--- config.mk ---
export PLATFORM = sky130hd
export DESIGN_NAME = gpef_port_mux
export DESIGN_NICKNAME = d
export VERILOG_FILES = /design/src/logic/gpef_pkg.sv /design/src/logic/gpef_port_mux.sv
export SDC_FILE = /design/constraint.sdc
export NUM_CORES = 1
export LEC_CHECK = 0
export BUFFER_PORTS_ARGS = -buffer_cell sky130_fd_sc_hd__buf_2
export CORE_MARGIN = 5
export CORE_UTILIZATION = 52
export DETAILED_ROUTE_END_ITERATION = 10
export HOLD_SLACK_MARGIN = 0.05
export PLACE_DENSITY = 0.8
export SYNTH_ARGS = -nofsm -noshare
export SYNTH_HDL_FRONTEND = slang
export SYNTH_SLANG_ARGS = --single-unit
--- constraint.sdc ---
create_clock -name ref_clk -period 2 [get_ports ref_clk]
set_clock_uncertainty 0.05 [all_clocks]
set_input_delay 0.2 -clock ref_clk [delete_from_list [all_inputs] [get_ports ref_clk]]
set_output_delay 0.2 -clock ref_clk [all_outputs]
set_load 0.05 [all_outputs]
--- src/logic/gpef_pkg.sv ---
// Package for the port E upper pins and port F pin mux block.
// Assumes an APB slave with 32-bit data, registers one aligned word each.
package gpef_pkg;
    // ****************************************
    // Register byte offsets
    // ****************************************
    localparam logic [11:0] OFF_PORT_E_PIN_LEVELS_LEVELS = 12'h000;
    localparam logic [11:0] OFF_PORT_E_PIN_LEVELS_LATCH  = 12'h004;
    localparam logic [11:0] OFF_PORT_E_PIN_LEVELS_DIR    = 12'h008;
    localparam logic [11:0] OFF_PORT_F_PIN_LEVELS_LEVELS = 12'h00C;
    localparam logic [11:0] OFF_PORT_F_PIN_LEVELS_LATCH  = 12'h010;
    localparam logic [11:0] OFF_PORT_F_PIN_LEVELS_DIR    = 12'h014;
    localparam logic [11:0] OFF_CMP_CTRL     = 12'h018;
    localparam logic [11:0] OFF_CONV_CFG     = 12'h01C;
    localparam logic [11:0] OFF_PORTA_LATCH  = 12'h020;
    // ****************************************
    // Reset values
    // ****************************************
    localparam logic [7:0] RST_LATCH   = 8'h00;
    localparam logic [7:0] RST_DIR     = 8'hFF;
    localparam logic [7:0] RST_CMP     = 8'h00;
    localparam logic [7:0] RST_CONV    = 8'h00;
    localparam logic [7:0] RST_PORTA   = 8'h00;
    // ****************************************
    // Field positions and masks
    // ****************************************
    localparam int         CMP_EN_BIT    = 0;
    localparam logic [7:0] PORT_F_PIN_LEVELS_ANA_MSK = 8'h7E;
    localparam logic [7:0] PE_MSK_64     = 8'h3F;
    localparam logic [7:0] PF_MSK_SMALL  = 8'hFE;
    // ****************************************
    // Package variants
    // ****************************************
    typedef enum logic [1:0] {
        PKG_64  = 2'h0,
        PKG_80  = 2'h1,
        PKG_100 = 2'h2
    } gpef_pkg_type;
endpackage : gpef_pkg

--- src/logic/gpef_port_mux.sv ---
// Port E bits 5..7 and port F pin multiplexer with APB register access.
// Assumes pin inputs are asynchronous and peripheral signals share ref_clk.
//
// Contract
// External bus overrides every other digital function when it owns a pin; unit 2 capture still reads E7.
// E5..E7 carry bus bits 13..15 both ways, direction bit ignored.
// External bus functions exist only on the 100-pin variant.
// E5 drives PWM1 C, E6 PWM1 B at direction 0; shutdown tri-states.
// PWM1 C/B sit on E5/E6 only when placement bit set, 80/100-pin.
// E7 hosts unit 2 only when its placement bit clear, 80/100-pin.
// Unit 2 on E7: direction 0 drives compare, direction 1 feeds capture.
// PWM2 A on E7 drives at direction 0; shutdown tri-states.
// Plain E pin: direction 0 drives latch, 1 is Schmitt input.
// On 64-pin variant E6 and E7 register bits read zero.
// Port F is bits 7..1 on 64/80-pin, eight bits on 100-pin.
// F direction 1 tri-states the driver, 0 drives the latch.
// F latch read returns latched value, not pin level.
// Each F pin has Schmitt input and its own direction bit.
// F7 has no analog role; F1..F6 serve the comparators.
// F1..F6 are not digital inputs while comparators enabled.
// After reset F1..F6 are analog and read zero.
// Software disables comparators, then sets converter config to digital.
// Port data write updates latch; read returns synchronised pin levels.
`timescale 1ns/1ps
module gpef_port_mux (
    // Clock and reset
    input  wire logic                 ref_clk,
    input  wire logic                 rstn,
    // Device options, static straps
    input  wire gpef_pkg::gpef_pkg_type pkgVariant,
    input  wire logic                 pwmPinPlacementCfg,
    input  wire logic                 unit2PinPlacementCfg,
    input  wire logic                 microcontrollerMode,
    // APB slave
    input  wire logic                 psel,
    input  wire logic                 penable,
    input  wire logic                 pwrite,
    input  wire logic [11:0]          paddr,
    input  wire logic [31:0]          pwdata,
    output logic                      pready,
    output logic [31:0]               prdata,
    output logic                      pslverr,
    // External memory bus, bits 13..15
    input  wire logic                 extBusOwn,
    input  wire logic                 extBusDrive,
    input  wire logic [2:0]           extBusOut,
    output logic [2:0]                extBusIn,
    // PWM and capture/compare
    input  wire logic                 pwmUnit1Active,
    input  wire logic                 pwmUnit1Shutdown,
    input  wire logic                 pwmUnit1ChannelC,
    input  wire logic                 pwmUnit1ChannelB,
    input  wire logic                 unit2CompareActive,
    input  wire logic                 unit2CompareOut,
    input  wire logic                 pwmUnit2Active,
    input  wire logic                 pwmUnit2Shutdown,
    input  wire logic                 pwmUnit2ChannelA,
    output logic                      unit2CaptureIn,
    // Comparator outputs on F1 and F2
    input  wire logic [1:0]           comparatorOut,
    // Port E bits 5..7 pins
    input  wire logic [2:0]           portEPinIn,
    output logic [2:0]                portEPinOut,
    output logic [2:0]                portEPinOe,
    // Port F pins
    input  wire logic [7:0]           portFPinIn,
    output logic [7:0]                portFPinOut,
    output logic [7:0]                portFPinOe,
    // Analog connection of F1..F6
    output logic [7:0]                portFAnalogSel
);
    import gpef_pkg::*;

    // ****************************************
    // Registers and synchronisers
    // ****************************************
    logic [7:0] portELatch;
    logic [7:0] portEDir;
    logic [7:0] portFLatch;
    logic [7:0] portFDir;
    logic [7:0] cmpCtrl;
    logic [7:0] convCfg;
    logic [7:0] portALatch;
    logic [2:0] eSync1;
    logic [2:0] eSync2;
    logic [7:0] fSync1;
    logic [7:0] fSync2;

    // ****************************************
    // Variant and ownership decode
    // ****************************************
    wire is100   = (pkgVariant == PKG_100);
    wire is64    = (pkgVariant == PKG_64);
    wire busOk   = is100 && extBusOwn;
    wire pwm1Ok  = !is64 && pwmPinPlacementCfg && pwmUnit1Active;
    wire u2Place = !is64 && !unit2PinPlacementCfg
                   && microcontrollerMode;
    wire cmpOn   = cmpCtrl[CMP_EN_BIT];
    wire [7:0] peMask = is64 ? PE_MSK_64 : 8'hFF;
    wire [7:0] pfMask = is100 ? 8'hFF : PF_MSK_SMALL;
    // Analog while converter config leaves it so, or comparators use it
    wire [7:0] fAnalog = (~convCfg | {8{cmpOn}}) & PORT_F_PIN_LEVELS_ANA_MSK;

    // ****************************************
    // Port E pin drive, fixed priority
    // ****************************************
    logic [2:0] next_eOut;
    logic [2:0] next_eOe;
    always_comb begin
        next_eOut = portELatch[7:5];
        next_eOe  = ~portEDir[7:5] & peMask[7:5];
        if (pwm1Ok && !portEDir[5]) begin
            next_eOut[0] = pwmUnit1ChannelC;
            next_eOe[0]  = !pwmUnit1Shutdown;
        end
        if (pwm1Ok && !portEDir[6]) begin
            next_eOut[1] = pwmUnit1ChannelB;
            next_eOe[1]  = !pwmUnit1Shutdown;
        end
        if (u2Place && pwmUnit2Active && !portEDir[7]) begin
            next_eOut[2] = pwmUnit2ChannelA;
            next_eOe[2]  = !pwmUnit2Shutdown;
        end else if (u2Place && unit2CompareActive
                     && !portEDir[7]) begin
            next_eOut[2] = unit2CompareOut;
            next_eOe[2]  = 1'b1;
        end
        if (busOk) begin
            next_eOut = extBusOut;
            next_eOe  = {3{extBusDrive}};
        end
        next_eOe = next_eOe & peMask[7:5];
    end

    // ****************************************
    // Port F pin drive
    // ****************************************
    logic [7:0] next_fOut;
    always_comb begin
        next_fOut = portFLatch;
        // Comparator outputs take priority over latch data
        if (cmpOn) begin
            next_fOut[1] = comparatorOut[1];
            next_fOut[2] = comparatorOut[0];
        end
    end
    wire [7:0] next_fOe = ~portFDir & pfMask;

    // ****************************************
    // Read values
    // ****************************************
    wire [7:0] eLevels = {eSync2, 5'h00} & peMask;
    wire [7:0] fLevels = fSync2 & ~fAnalog & pfMask;
    logic [31:0] rdMux;
    logic        addrHit;
    always_comb begin
        addrHit = 1'b1;
        case (paddr)
            OFF_PORT_E_PIN_LEVELS_LEVELS: rdMux = {24'h0000_00, eLevels};
            OFF_PORT_E_PIN_LEVELS_LATCH:  rdMux = {24'h0000_00, portELatch & peMask};
            OFF_PORT_E_PIN_LEVELS_DIR:    rdMux = {24'h0000_00, portEDir & peMask};
            OFF_PORT_F_PIN_LEVELS_LEVELS: rdMux = {24'h0000_00, fLevels};
            OFF_PORT_F_PIN_LEVELS_LATCH:  rdMux = {24'h0000_00, portFLatch & pfMask};
            OFF_PORT_F_PIN_LEVELS_DIR:    rdMux = {24'h0000_00, portFDir & pfMask};
            OFF_CMP_CTRL:     rdMux = {24'h0000_00, cmpCtrl};
            OFF_CONV_CFG:     rdMux = {24'h0000_00, convCfg};
            OFF_PORTA_LATCH:  rdMux = {24'h0000_00, portALatch};
            default: begin
                rdMux   = 32'h0000_0000;
                addrHit = 1'b0;
            end
        endcase
    end
    wire access = psel && penable;
    // Writes land only on the completing access edge, never in setup
    wire wrEn   = access && pready && pwrite && addrHit;

    // ****************************************
    // Synchronisers
    // ****************************************
    always_ff @(posedge ref_clk or negedge rstn) begin
        if (!rstn) begin
            eSync1 <= 3'h0;
            eSync2 <= 3'h0;
            fSync1 <= 8'h00;
            fSync2 <= 8'h00;
        end else begin
            eSync1 <= portEPinIn;
            eSync2 <= eSync1;
            fSync1 <= portFPinIn;
            fSync2 <= fSync1;
        end
    end

    // ****************************************
    // Register writes, taken at the completing access edge
    // ****************************************
    // Writing the levels address lands in the latch, as on the real port
    always_ff @(posedge ref_clk or negedge rstn) begin
        if (!rstn) begin
            portELatch <= RST_LATCH;
            portEDir   <= RST_DIR;
            portFLatch <= RST_LATCH;
            portFDir   <= RST_DIR;
            cmpCtrl    <= RST_CMP;
            convCfg    <= RST_CONV;
            portALatch <= RST_PORTA;
        end else if (wrEn) begin
            case (paddr)
                OFF_PORT_E_PIN_LEVELS_LEVELS: portELatch <= pwdata[7:0];
                OFF_PORT_E_PIN_LEVELS_LATCH:  portELatch <= pwdata[7:0];
                OFF_PORT_E_PIN_LEVELS_DIR:    portEDir   <= pwdata[7:0];
                OFF_PORT_F_PIN_LEVELS_LEVELS: portFLatch <= pwdata[7:0];
                OFF_PORT_F_PIN_LEVELS_LATCH:  portFLatch <= pwdata[7:0];
                OFF_PORT_F_PIN_LEVELS_DIR:    portFDir   <= pwdata[7:0];
                OFF_CMP_CTRL:     cmpCtrl    <= pwdata[7:0];
                OFF_CONV_CFG:     convCfg    <= pwdata[7:0];
                OFF_PORTA_LATCH:  portALatch <= pwdata[7:0];
                default:          portALatch <= portALatch;
            endcase
        end
    end

    // ****************************************
    // APB answer: one wait-free access phase
    // ****************************************
    always_ff @(posedge ref_clk or negedge rstn) begin
        if (!rstn) begin
            pready  <= 1'b0;
            prdata  <= 32'h0000_0000;
            pslverr <= 1'b0;
        end else begin
            pready  <= psel && !penable;
            prdata  <= (psel && !penable && !pwrite) ? rdMux : 32'h0000_0000;
            pslverr <= psel && !penable && !addrHit;
            if (access && pready) begin
                pready  <= 1'b0;
                pslverr <= 1'b0;
            end
        end
    end

    // ****************************************
    // Registered pin outputs
    // ****************************************
    always_ff @(posedge ref_clk or negedge rstn) begin
        if (!rstn) begin
            portEPinOut    <= 3'h0;
            portEPinOe     <= 3'h0;
            portFPinOut    <= 8'h00;
            portFPinOe     <= 8'h00;
            portFAnalogSel <= PORT_F_PIN_LEVELS_ANA_MSK;
            extBusIn       <= 3'h0;
            unit2CaptureIn <= 1'b0;
        end else begin
            portEPinOut    <= next_eOut;
            portEPinOe     <= next_eOe;
            portFPinOut    <= next_fOut;
            portFPinOe     <= next_fOe;
            portFAnalogSel <= fAnalog;
            extBusIn       <= busOk ? eSync2 : 3'h0;
            unit2CaptureIn <= u2Place && portEDir[7] && eSync2[2];
        end
    end
endmodule : gpef_port_mux

==> results.md, run 1 <==
Cells and area:
- The post-route cell area is 6940 sq um.
- The net count of the finished layout is 650.
- In the final layout, the share of cells above drive strength 1 is 46.6%.
- The number of antenna diodes in the final layout is 0.
- The relative area change from synthesis to final layout is 35.8%.
- The final standard cell utilization of the core is 71.6%.

Floorplanning:
- The number of placement rows is 36.
- The horizontal extent of the die is 109 microns.
- The top-level I/O count is 149.
- From bottom edge to top edge, the die measures 109 microns.
- In this run the standard cell core region covers 9680 sq um.
- The die covers 11,900 sq um.
- The starting density of the core is 52.8%.

STA:
- Setup repair after global routing left no endpoint under its margin.
- The setup slack of the critical path after layout is 132 ps.
- Headroom to the max-slew limit came out at 56.4%.
- The total setup violations reported at the end of the flow is 0.
- The number of pins with negative max-slew slack in the final report was 0.
- Adding up every negative setup slack in the final design gives 0 ps.
- The share of the clock period used by the worst path is 93.4%.
- The timing-limited maximum frequency is 535 MHz.
- The time the final worst path needs with I/O delays and setup is 1870 ps.
- For the pin with the worst max-slew slack, the measured transition is 655 ps.
- The number of hold violations in the final report is 0.

Placed design:
- The placement-stage worst setup slack is -153 ps.
- After detailed placement, the total cell area comes to 5960 sq um.
- The final weighted congestion in routability-driven placement is 0.871.
- Buffers placed on the I/O ports in this run total 98.
- Summed over all nets, the half-perimeter wirelength after detailed placement is 8840 microns.

CTS:
- The number of clock sinks is 120.
- At the later pin of the worst-skew pair, clock insertion delay measures 530 ps.
- The clock tree from TritonCTS is yes.
- After clock tree synthesis, the setup repair step added 0 buffers.
- Clock-pin slew was measured on the worst setup and hold paths at 60 ps.
- The clock buffer count from CTS is 17.
- The cell at the root of the clock tree is sky130_fd_sc_hd__clkbuf_8.
- The number of buffers on the longest clock path is 2.
- The number of H-tree levels is 4.

Critical path:
- The worst setup path is launched from an input port.
- The peak per-stage delay on the critical path is 560 ps.
- The signal on the critical path passes through dlygate4sd3_1, buf_2, and2_1, a311o_1, dlygate4sd3_1, a21oi_1.
- The worst endpoint required time is 2380 ps.
- The arrival time at the worst endpoint is 2250 ps.
- Together, buffers and inverters on the worst path number 3.
- The critical path in this run is classified as in -> reg.
- The setup slack of the most critical reg-to-reg path is 140 ps.
- In this run the worst path has a maximum fanout of 9.
- Among cell families on the critical path, the largest total delay comes from buffers and inverters.
- The critical path endpoint category is a register.
- The most repeated library cell on the critical path is sky130_fd_sc_hd__dlygate4sd3_1.
- On the critical path, the stage with the largest delay is an instance of sky130_fd_sc_hd__dlygate4sd3_1.

Yosys:
- The largest area contributor in the netlist is sky130_fd_sc_hd__dfrtp_1.
- During synthesis, Yosys emitted a total of 0 warnings.
- Of the post-synthesis cell area, the dominant cell type holds 48.0%.
- The number of library cell types mapped by synthesis is 52.
- The leading cell type by number of instances after synthesis is sky130_fd_sc_hd__dfrtp_1.
- The portion of netlist area occupied by mux cells is 16.9%.
- The mean instance size in the synthesized netlist is 13.3 sq um.
- The share of synthesized flip-flops with an asynchronous set or reset is 100%.
- After synthesis, the most frequently instantiated cells are sky130_fd_sc_hd__dfrtp_1, sky130_fd_sc_hd__mux2_2, sky130_fd_sc_hd__buf_4.
- The dominant combinational cell family by area after synthesis is multiplexers.
- The portion of the post-synthesis area used by sequential elements is 59.3%.
- The instance count of the mapped netlist is 384.
- The synthesized netlist devotes 12.3% of its cell area to simple gates.
- The mapped netlist covers 5110 sq um.
- The synthesized-area fraction occupied by adder cells is 0%.
- The dominant synthesized flop cell is sky130_fd_sc_hd__dfrtp_1.
- Ranked by total cell area, the synthesized netlist is headed by sky130_fd_sc_hd__dfrtp_1, sky130_fd_sc_hd__mux2_2, sky130_fd_sc_hd__dfstp_2, sky130_fd_sc_hd__buf_4, sky130_fd_sc_hd__mux4_2.
- The complex-gate fraction of the synthesized area is 5.34%.
- In this run, synthesis produced a sequential element count of 120.
- The XOR/XNOR share of the synthesized area is 0%.
- The number of flops mapped to enable cells by yosys is 0.

GRT:
- The number of global-route vias before repair is 4,102.
- The overall routing resource usage is 24.5%.
- The remaining global-route overflow is 0.
- The largest net degree at the start of global routing is 121.
- The first global-routing pass estimated 21,400 microns of wire.
- The initial antenna violation count was 0.

Route:
- The final routed wirelength across all metal layers is 13,700 microns.
- The remaining design rule violation count is 0.
- The post-route antenna net violation count is 0.
- Dividing the detail-routed wire length by the instance count gives 19.2 microns.
- The count of routing violations after the opening detailed-route iteration is 331.
- The detailed router placed 3,880 vias in this run.
- The per-cell via count in the routed design is 5.43.
- Before antenna repair, the detailed router went through 5 iterations.

Power:
- The power per cell area is 870 nW/um^2.
- Summed over all cells, the static leakage comes to 3.26 nW.
- The total design power is 6.04 mW.
- The maximum vdd drop is 0.656 mV.

Run status:
- The run finished with clean final reports.

Min path:
- In this run the worst hold path is classified as in -> reg.

Run:
- The tool flagged a number of max-cap violations equal to 0.
kinds of logic after synthesis:
family                 count (synthesis)
AOI/OAI and AO/OA                     38
buffers and inverters                 54
DFF                                  120
muxes                                 70
other                                  1
and+or+nand+nor                      101
sequential cells by signal (all words and copies together), names as in the netlist, 6 cells and up:
register,cells
portFPinOe,8
portFPinOut,8
cmpCtrl,8
portEDir,8
portFDir,8
portFAnalogSel,6
portELatch,8
portALatch,8
fSync2,8
prdata,8
fSync1,8
portFLatch,8
convCfg,8
final cells by class:
class | instances | area [sq um]
Multi-Input combinational cell | 235 | 1870
Clock buffer | 18 | 428
Fill cell | 650 | 2750
Tap cell | 133 | 166
Sequential cell | 120 | 3030
Inverter | 15 | 56.3
Clock inverter | 14 | 174
Timing Repair Buffer | 180 | 1210
metal layers:
metal	GRT usage, %	vias up	wire [microns]
met5	0	-	0
met4	10.4	0	313
met3	5.57	30	1060
met2	40.2	209	6920
met1	31.2	1929	5420
li1	-	1712	-
stage by stage:
step | instances | hold WS (ps)
global placement | 646 | 258
finish | 715 | 75.9
global route | 715 | 82.3
detailed placement | 646 | 260
CTS | 715 | 50.3
floorplan | 409 | -146
worst reg2reg max path, cell delays in order, from the launching register on:
cell                            delay [ps]
sky130_fd_sc_hd__dfstp_2               580
sky130_fd_sc_hd__nor4_1                 70
sky130_fd_sc_hd__o21ba_2               220
sky130_fd_sc_hd__o41ai_2               310
sky130_fd_sc_hd__dlygate4sd3_1         580
power breakdown:
| group | switching, mW | internal (mW) | total, mW |
|---|---|---|---|
| Combinational | 0.337 | 0.157 | 0.493 |
| Clock | 1.13 | 1.94 | 3.06 |
| Sequential | 0.0135 | 2.47 | 2.48 |
cells in the final DEF, fill, tap and decap left out, types with 12 or more instances in the layout:
cell	n
sky130_fd_sc_hd__buf_2	97
sky130_fd_sc_hd__buf_4	45
sky130_fd_sc_hd__clkbuf_16	16
sky130_fd_sc_hd__conb_1	26
sky130_fd_sc_hd__dfrtp_1	97
sky130_fd_sc_hd__dfstp_2	22
sky130_fd_sc_hd__dlygate4sd3_1	37
sky130_fd_sc_hd__inv_1	15
sky130_fd_sc_hd__mux2_2	57
sky130_fd_sc_hd__nand2_1	20
sky130_fd_sc_hd__nor2_1	12
timing repair:
action,4_1_cts,5_1_grt
hold buffers,37,0
endpoints found under the setup margin,0,2
resized for setup,0,2
endpoints found under the hold margin,178,0
path summary, 6_finish.rpt:
path / from / endpoint / cells past startpoint
max: extBusOwn / portEPinOe[2] / 6
min: pkgVariant[0] / portFPinOe[0] / 3
max reg2reg: portEDir[7] / portEPinOut[2] / 4
min reg2reg: fSync1[4] / fSync2[4] / 0
max in group asynchronous: rstn / portELatch[5] / 3
min in group asynchronous: rstn / portEPinOe[0] / 3
Note: power is estimated with default switching activity, not from simulation.
==> inputs of run 2 (changes only) <==
--- a/config.mk
+++ b/config.mk
@@ -7,10 +7,10 @@
 export LEC_CHECK = 0
 export BUFFER_PORTS_ARGS = -buffer_cell sky130_fd_sc_hd__buf_2
 export CORE_MARGIN = 5
-export CORE_UTILIZATION = 52
+export CORE_UTILIZATION = 55
 export DETAILED_ROUTE_END_ITERATION = 10
 export HOLD_SLACK_MARGIN = 0.05
-export PLACE_DENSITY = 0.8
+export PLACE_DENSITY = 0.84
 export SYNTH_ARGS = -nofsm -noshare
 export SYNTH_HDL_FRONTEND = slang
 export SYNTH_SLANG_ARGS = --single-unit
==> constraint.sdc (replaced) <==
create_clock -name ref_clk -period 2.3 [get_ports ref_clk]
set_clock_uncertainty 0.05 [all_clocks]
set_input_delay 0.23 -clock ref_clk [delete_from_list [all_inputs] [get_ports ref_clk]]
set_output_delay 0.23 -clock ref_clk [all_outputs]
set_load 0.05 [all_outputs]
==> run 2 against run 1 <==
Compared with the run above:
- die area down 5.0%
- sequential cell count unchanged
- register-to-register slack better by 180 ps
- cell area down 2.6%
- first-iteration DRC count down 6.0%
- power down 16%
- critical endpoint is now portEPinOut[2]
- sequential power down 13%
- final cell count down 4.9%
==> results.md, run 2 (same netlist as run 1, synthesis figures left out) <==
Run status:
- Run status: complete, no violations (unchanged).

Critical path:
- The critical path capture point was portEPinOut[2] (was portEPinOe[2]).
- The worst endpoint required time came to 2690 ps (was 2380 ps).
- The arrival time at the worst endpoint is 2530 ps (was 2250 ps).
- Worst-path cell chain: dlygate4sd3_1, buf_2, nor2_1, nor4_1, o21ba_2, o41ai_1, dlygate4sd3_1 (was dlygate4sd3_1, buf_2, and2_1, a311o_1, dlygate4sd3_1, a21oi_1).
- The reg-to-reg endpoint was portALatch[7] (was portEPinOut[2]).
- The logic depth of the worst register-to-register path is 5 (was 4).
- The worst setup path startpoint was pkgVariant[0] (was extBusOwn).
- The setup slack of the most critical reg-to-reg path is 320 ps (was 140 ps).
- The maximum fanout along the worst path is 5 (was 9).
- The reg-to-reg critical path startpoint is pready (was portEDir[7]).
- The peak per-stage delay on the critical path is 580 ps (was 560 ps).
- The most repeated library cell on the critical path is sky130_fd_sc_hd__dlygate4sd3_1 (unchanged).
- The critical path endpoint category is a register (unchanged).
- The path type of the worst setup path is in -> reg (unchanged).
- The critical path startpoint category is an input port (unchanged).
- The slowest stage cell on the critical path was sky130_fd_sc_hd__dlygate4sd3_1 (unchanged).

Route:
- The per-cell via count in the routed design was 5.70 (was 5.43).
- The final routed wirelength across all metal layers is 13,500 microns (was 13,700 microns).
- The count of routing violations after the opening detailed-route iteration was 311 (was 331).
- The post-route antenna net violation count is 0 (unchanged).
- The remaining design rule violation count is 0 (unchanged).
- The mean routed wirelength per cell is 19.8 microns (was 19.2 microns).
- The count of TritonRoute iterations in the first routing pass was 5 (unchanged).
- The via total after detailed routing is 3,876 (was 3,880).

Placed design:
- The count of port buffers added during placement came to 98 (unchanged).
- The final weighted congestion in routability-driven placement was 0.907 (was 0.871).
- The number of placed instances with taps included came to 609 (was 646).
- The half-perimeter wire length after placement is 8530 microns (was 8840 microns).

Cells and area:
- Most frequent cells in the layout: sky130_fd_sc_hd__dfrtp_1, sky130_fd_sc_hd__buf_2, sky130_fd_sc_hd__mux2_2 (unchanged).
- The most common library cell in the layout ignoring fill and taps is sky130_fd_sc_hd__dfrtp_1.
- The share of cells above drive strength 1 is 44.8% (was 46.6%).
- The number of non-filler instances in the completed layout is 680 (was 715).
- The relative area change from synthesis to final layout is 32.3% (was 35.8%).
- The fill cell instance count of the final layout came to 570 (was 650).
- The number of nets at the end of the flow came to 635 (was 650).
- The final standard cell utilization of the core is 73.8% (was 71.6%).

Power:
- The maximum vdd drop is 0.587 mV (was 0.656 mV).
- The total design power is 5.05 mW (was 6.04 mW).
- The net switching power figure is 1.27 mW (was 1.48 mW).
- The leakage power is 3.18 nW (was 3.26 nW).
- The net switching share of the total power is 25.2% (was 24.4%).
- The logic gate share of total power was 8.2% (about the same).
- The share of power burned in the clock network came to 49.0% (was 50.7%).
- The sequential fraction of design power is 42.7% (was 41.1%).
- The internal power was 3.78 mW (was 4.56 mW).
- The power per cell area is 748 nW/um^2 (was 870 nW/um^2).

Floorplanning:
- The total die area is 11,300 sq um (was 11,900 sq um).
- The core area is 9150 sq um (was 9680 sq um).
- The top-level I/O count came to 149 (unchanged).
- The starting density of the core is 55.8% (was 52.8%).
- The number of placement rows is 35 (was 36).
- The y dimension of the die is 106 microns (was 109 microns).
- The horizontal extent of the die is 106 microns (was 109 microns).

Run:
- The number of maximum-capacitance violations is 0 (unchanged).

CTS:
- The number of setup buffers added after CTS is 0 (unchanged).
- The clock tree from TritonCTS is yes (unchanged).
- The number of buffers on the longest clock path is 2 (unchanged).
- The insertion delay of the later-clocked pin in the worst-skew pair was 510 ps (was 530 ps).
- The cell at the root of the clock tree is sky130_fd_sc_hd__clkbuf_8 (unchanged).
- The number of H-tree levels is 4 (unchanged).
- The clock buffer count from CTS is 17 (unchanged).
- The number of clock sinks is 120 (unchanged).
- The clock-pin slew on the worst setup and hold paths was 60 ps (about the same).

GRT:
- The routing usage on met1 was 29.6% (was 31.2%).
- The remaining global-route overflow is 0 (unchanged).
- The initial antenna violation count is 3 (was 0).
- The largest net degree at the start of global routing came to 57 (was 121).
- The overall routing resource usage came to 24.7% (was 24.5%).
- The met3 routing resource usage after global routing is 8.38% (was 5.57%).
- The layer with the highest usage after global routing is met2 (unchanged).
- The number of global-route vias before repair is 4,017 (was 4,102).
- The global routing usage on met2 was 39.8% (was 40.2%).
- The first-pass GRT wire length is 20,900 microns (was 21,400 microns).

STA:
- Setup repair after global routing missed its margin: false (unchanged).
- The final hold slack is 71.1 ps (was 75.9 ps).
- The total setup violations reported at the end of the flow came to 0 (unchanged).
- The timing-limited maximum frequency is 469 MHz.
- The number of pins with negative max-slew slack in the final report is 0 (unchanged).
- The relative max-transition margin was 61.1% (was 56.4%).
- The slew of the pin with the lowest slew margin is 583 ps (was 655 ps).
- The final setup TNS is 0 ps (unchanged).
- The time the final worst path needs with I/O delays and setup is 2130 ps.
- Dividing the final minimum period by the clock period gives 92.7%.
- The number of hold violations in the final report was 0 (unchanged).

Min path:
- The type of the most critical hold path is in -> reg (unchanged).
==> run 2: changes by cell type in the layout (fill, tap and decap cells not counted), moves of 2 or more <==
cell | previous run | this run
sky130_fd_sc_hd__buf_4 | 45 | 30
sky130_fd_sc_hd__bufinv_16 | 3 | 1
sky130_fd_sc_hd__clkinvlp_4 | 4 | 2
sky130_fd_sc_hd__diode_2 | 0 | 2
sky130_fd_sc_hd__inv_6 | 2 | 5
==> run 2: final cells by class <==
| cell class | instances | area (sq um) | area share (%) |
|---|---|---|---|
| sequential | 120 | 3030 | 44.9 |
| multi-input combinational | 235 | 1860 | 27.6 |
| timing repair buffer | 165 | 1100 | 16.3 |
| clock buffer | 20 | 445 | 6.59 |
| tap | 111 | 139 | 2.06 |
| clock inverter | 12 | 116 | 1.72 |
| inverter | 15 | 56.3 | 0.833 |
| antenna | 2 | 5.00 | 0.0741 |
==> run 2: how the worst min path moves through the flow <==
stage	start	endpoint	slack, ps	depth (start not counted)
floorplan	rstn	cmpCtrl[0]	-120	0
global placement	rstn	portEPinOe[2]	190	1
detailed placement	rstn	portEPinOe[1]	190	1
CTS	pwmUnit1Shutdown	portEPinOe[0]	50	4
global route	pwmUnit1Shutdown	portEPinOe[0]	90	4
finish	pwmUnit1Shutdown	portEPinOe[0]	70	4
==> run 2: stage by stage <==
step	worst slack [ps]	area [sq um]
after global routing	146	6750
after detailed placement	58.3	5820
after global placement	86.3	5820
after floorplan	273	5200
after CTS	106	6750
final	167	6760
==> run 2: power by group through the flow <==
stage	Combinational (mW)	Sequential, mW	Clock [mW]
CTS	0.407	2.16	2.50
finish	0.416	2.16	2.48
detailed placement	0.356	2.19	0
global route	0.442	2.16	2.63
floorplan	0.194	2.23	0
global placement	0.348	2.19	0
==> run 2: repair_timing <==
| item | in CTS | in global routing |
|---|---|---|
| resized for setup | 0 | 2 |
| hold buffers | 37 | 0 |
| endpoints found under the hold margin | 120 | 0 |
| endpoints found under the setup margin | 0 | 4 |
==> run 2: metal layers <==
metal / share of wire, % / up-vias
met3: 9.7 / 54
met5: 0.19 / -
met2: 48 / 228
met4: 4.3 / 4
li1: - / 1687
met1: 37 / 1903
==> run 2: worst max-delay path, delay by kind of cell <==
kind                   cells  cell delay [ps]
and+or+nand+nor            2              490
buffers and inverters      3             1270
AOI/OAI and AO/OA          2              530
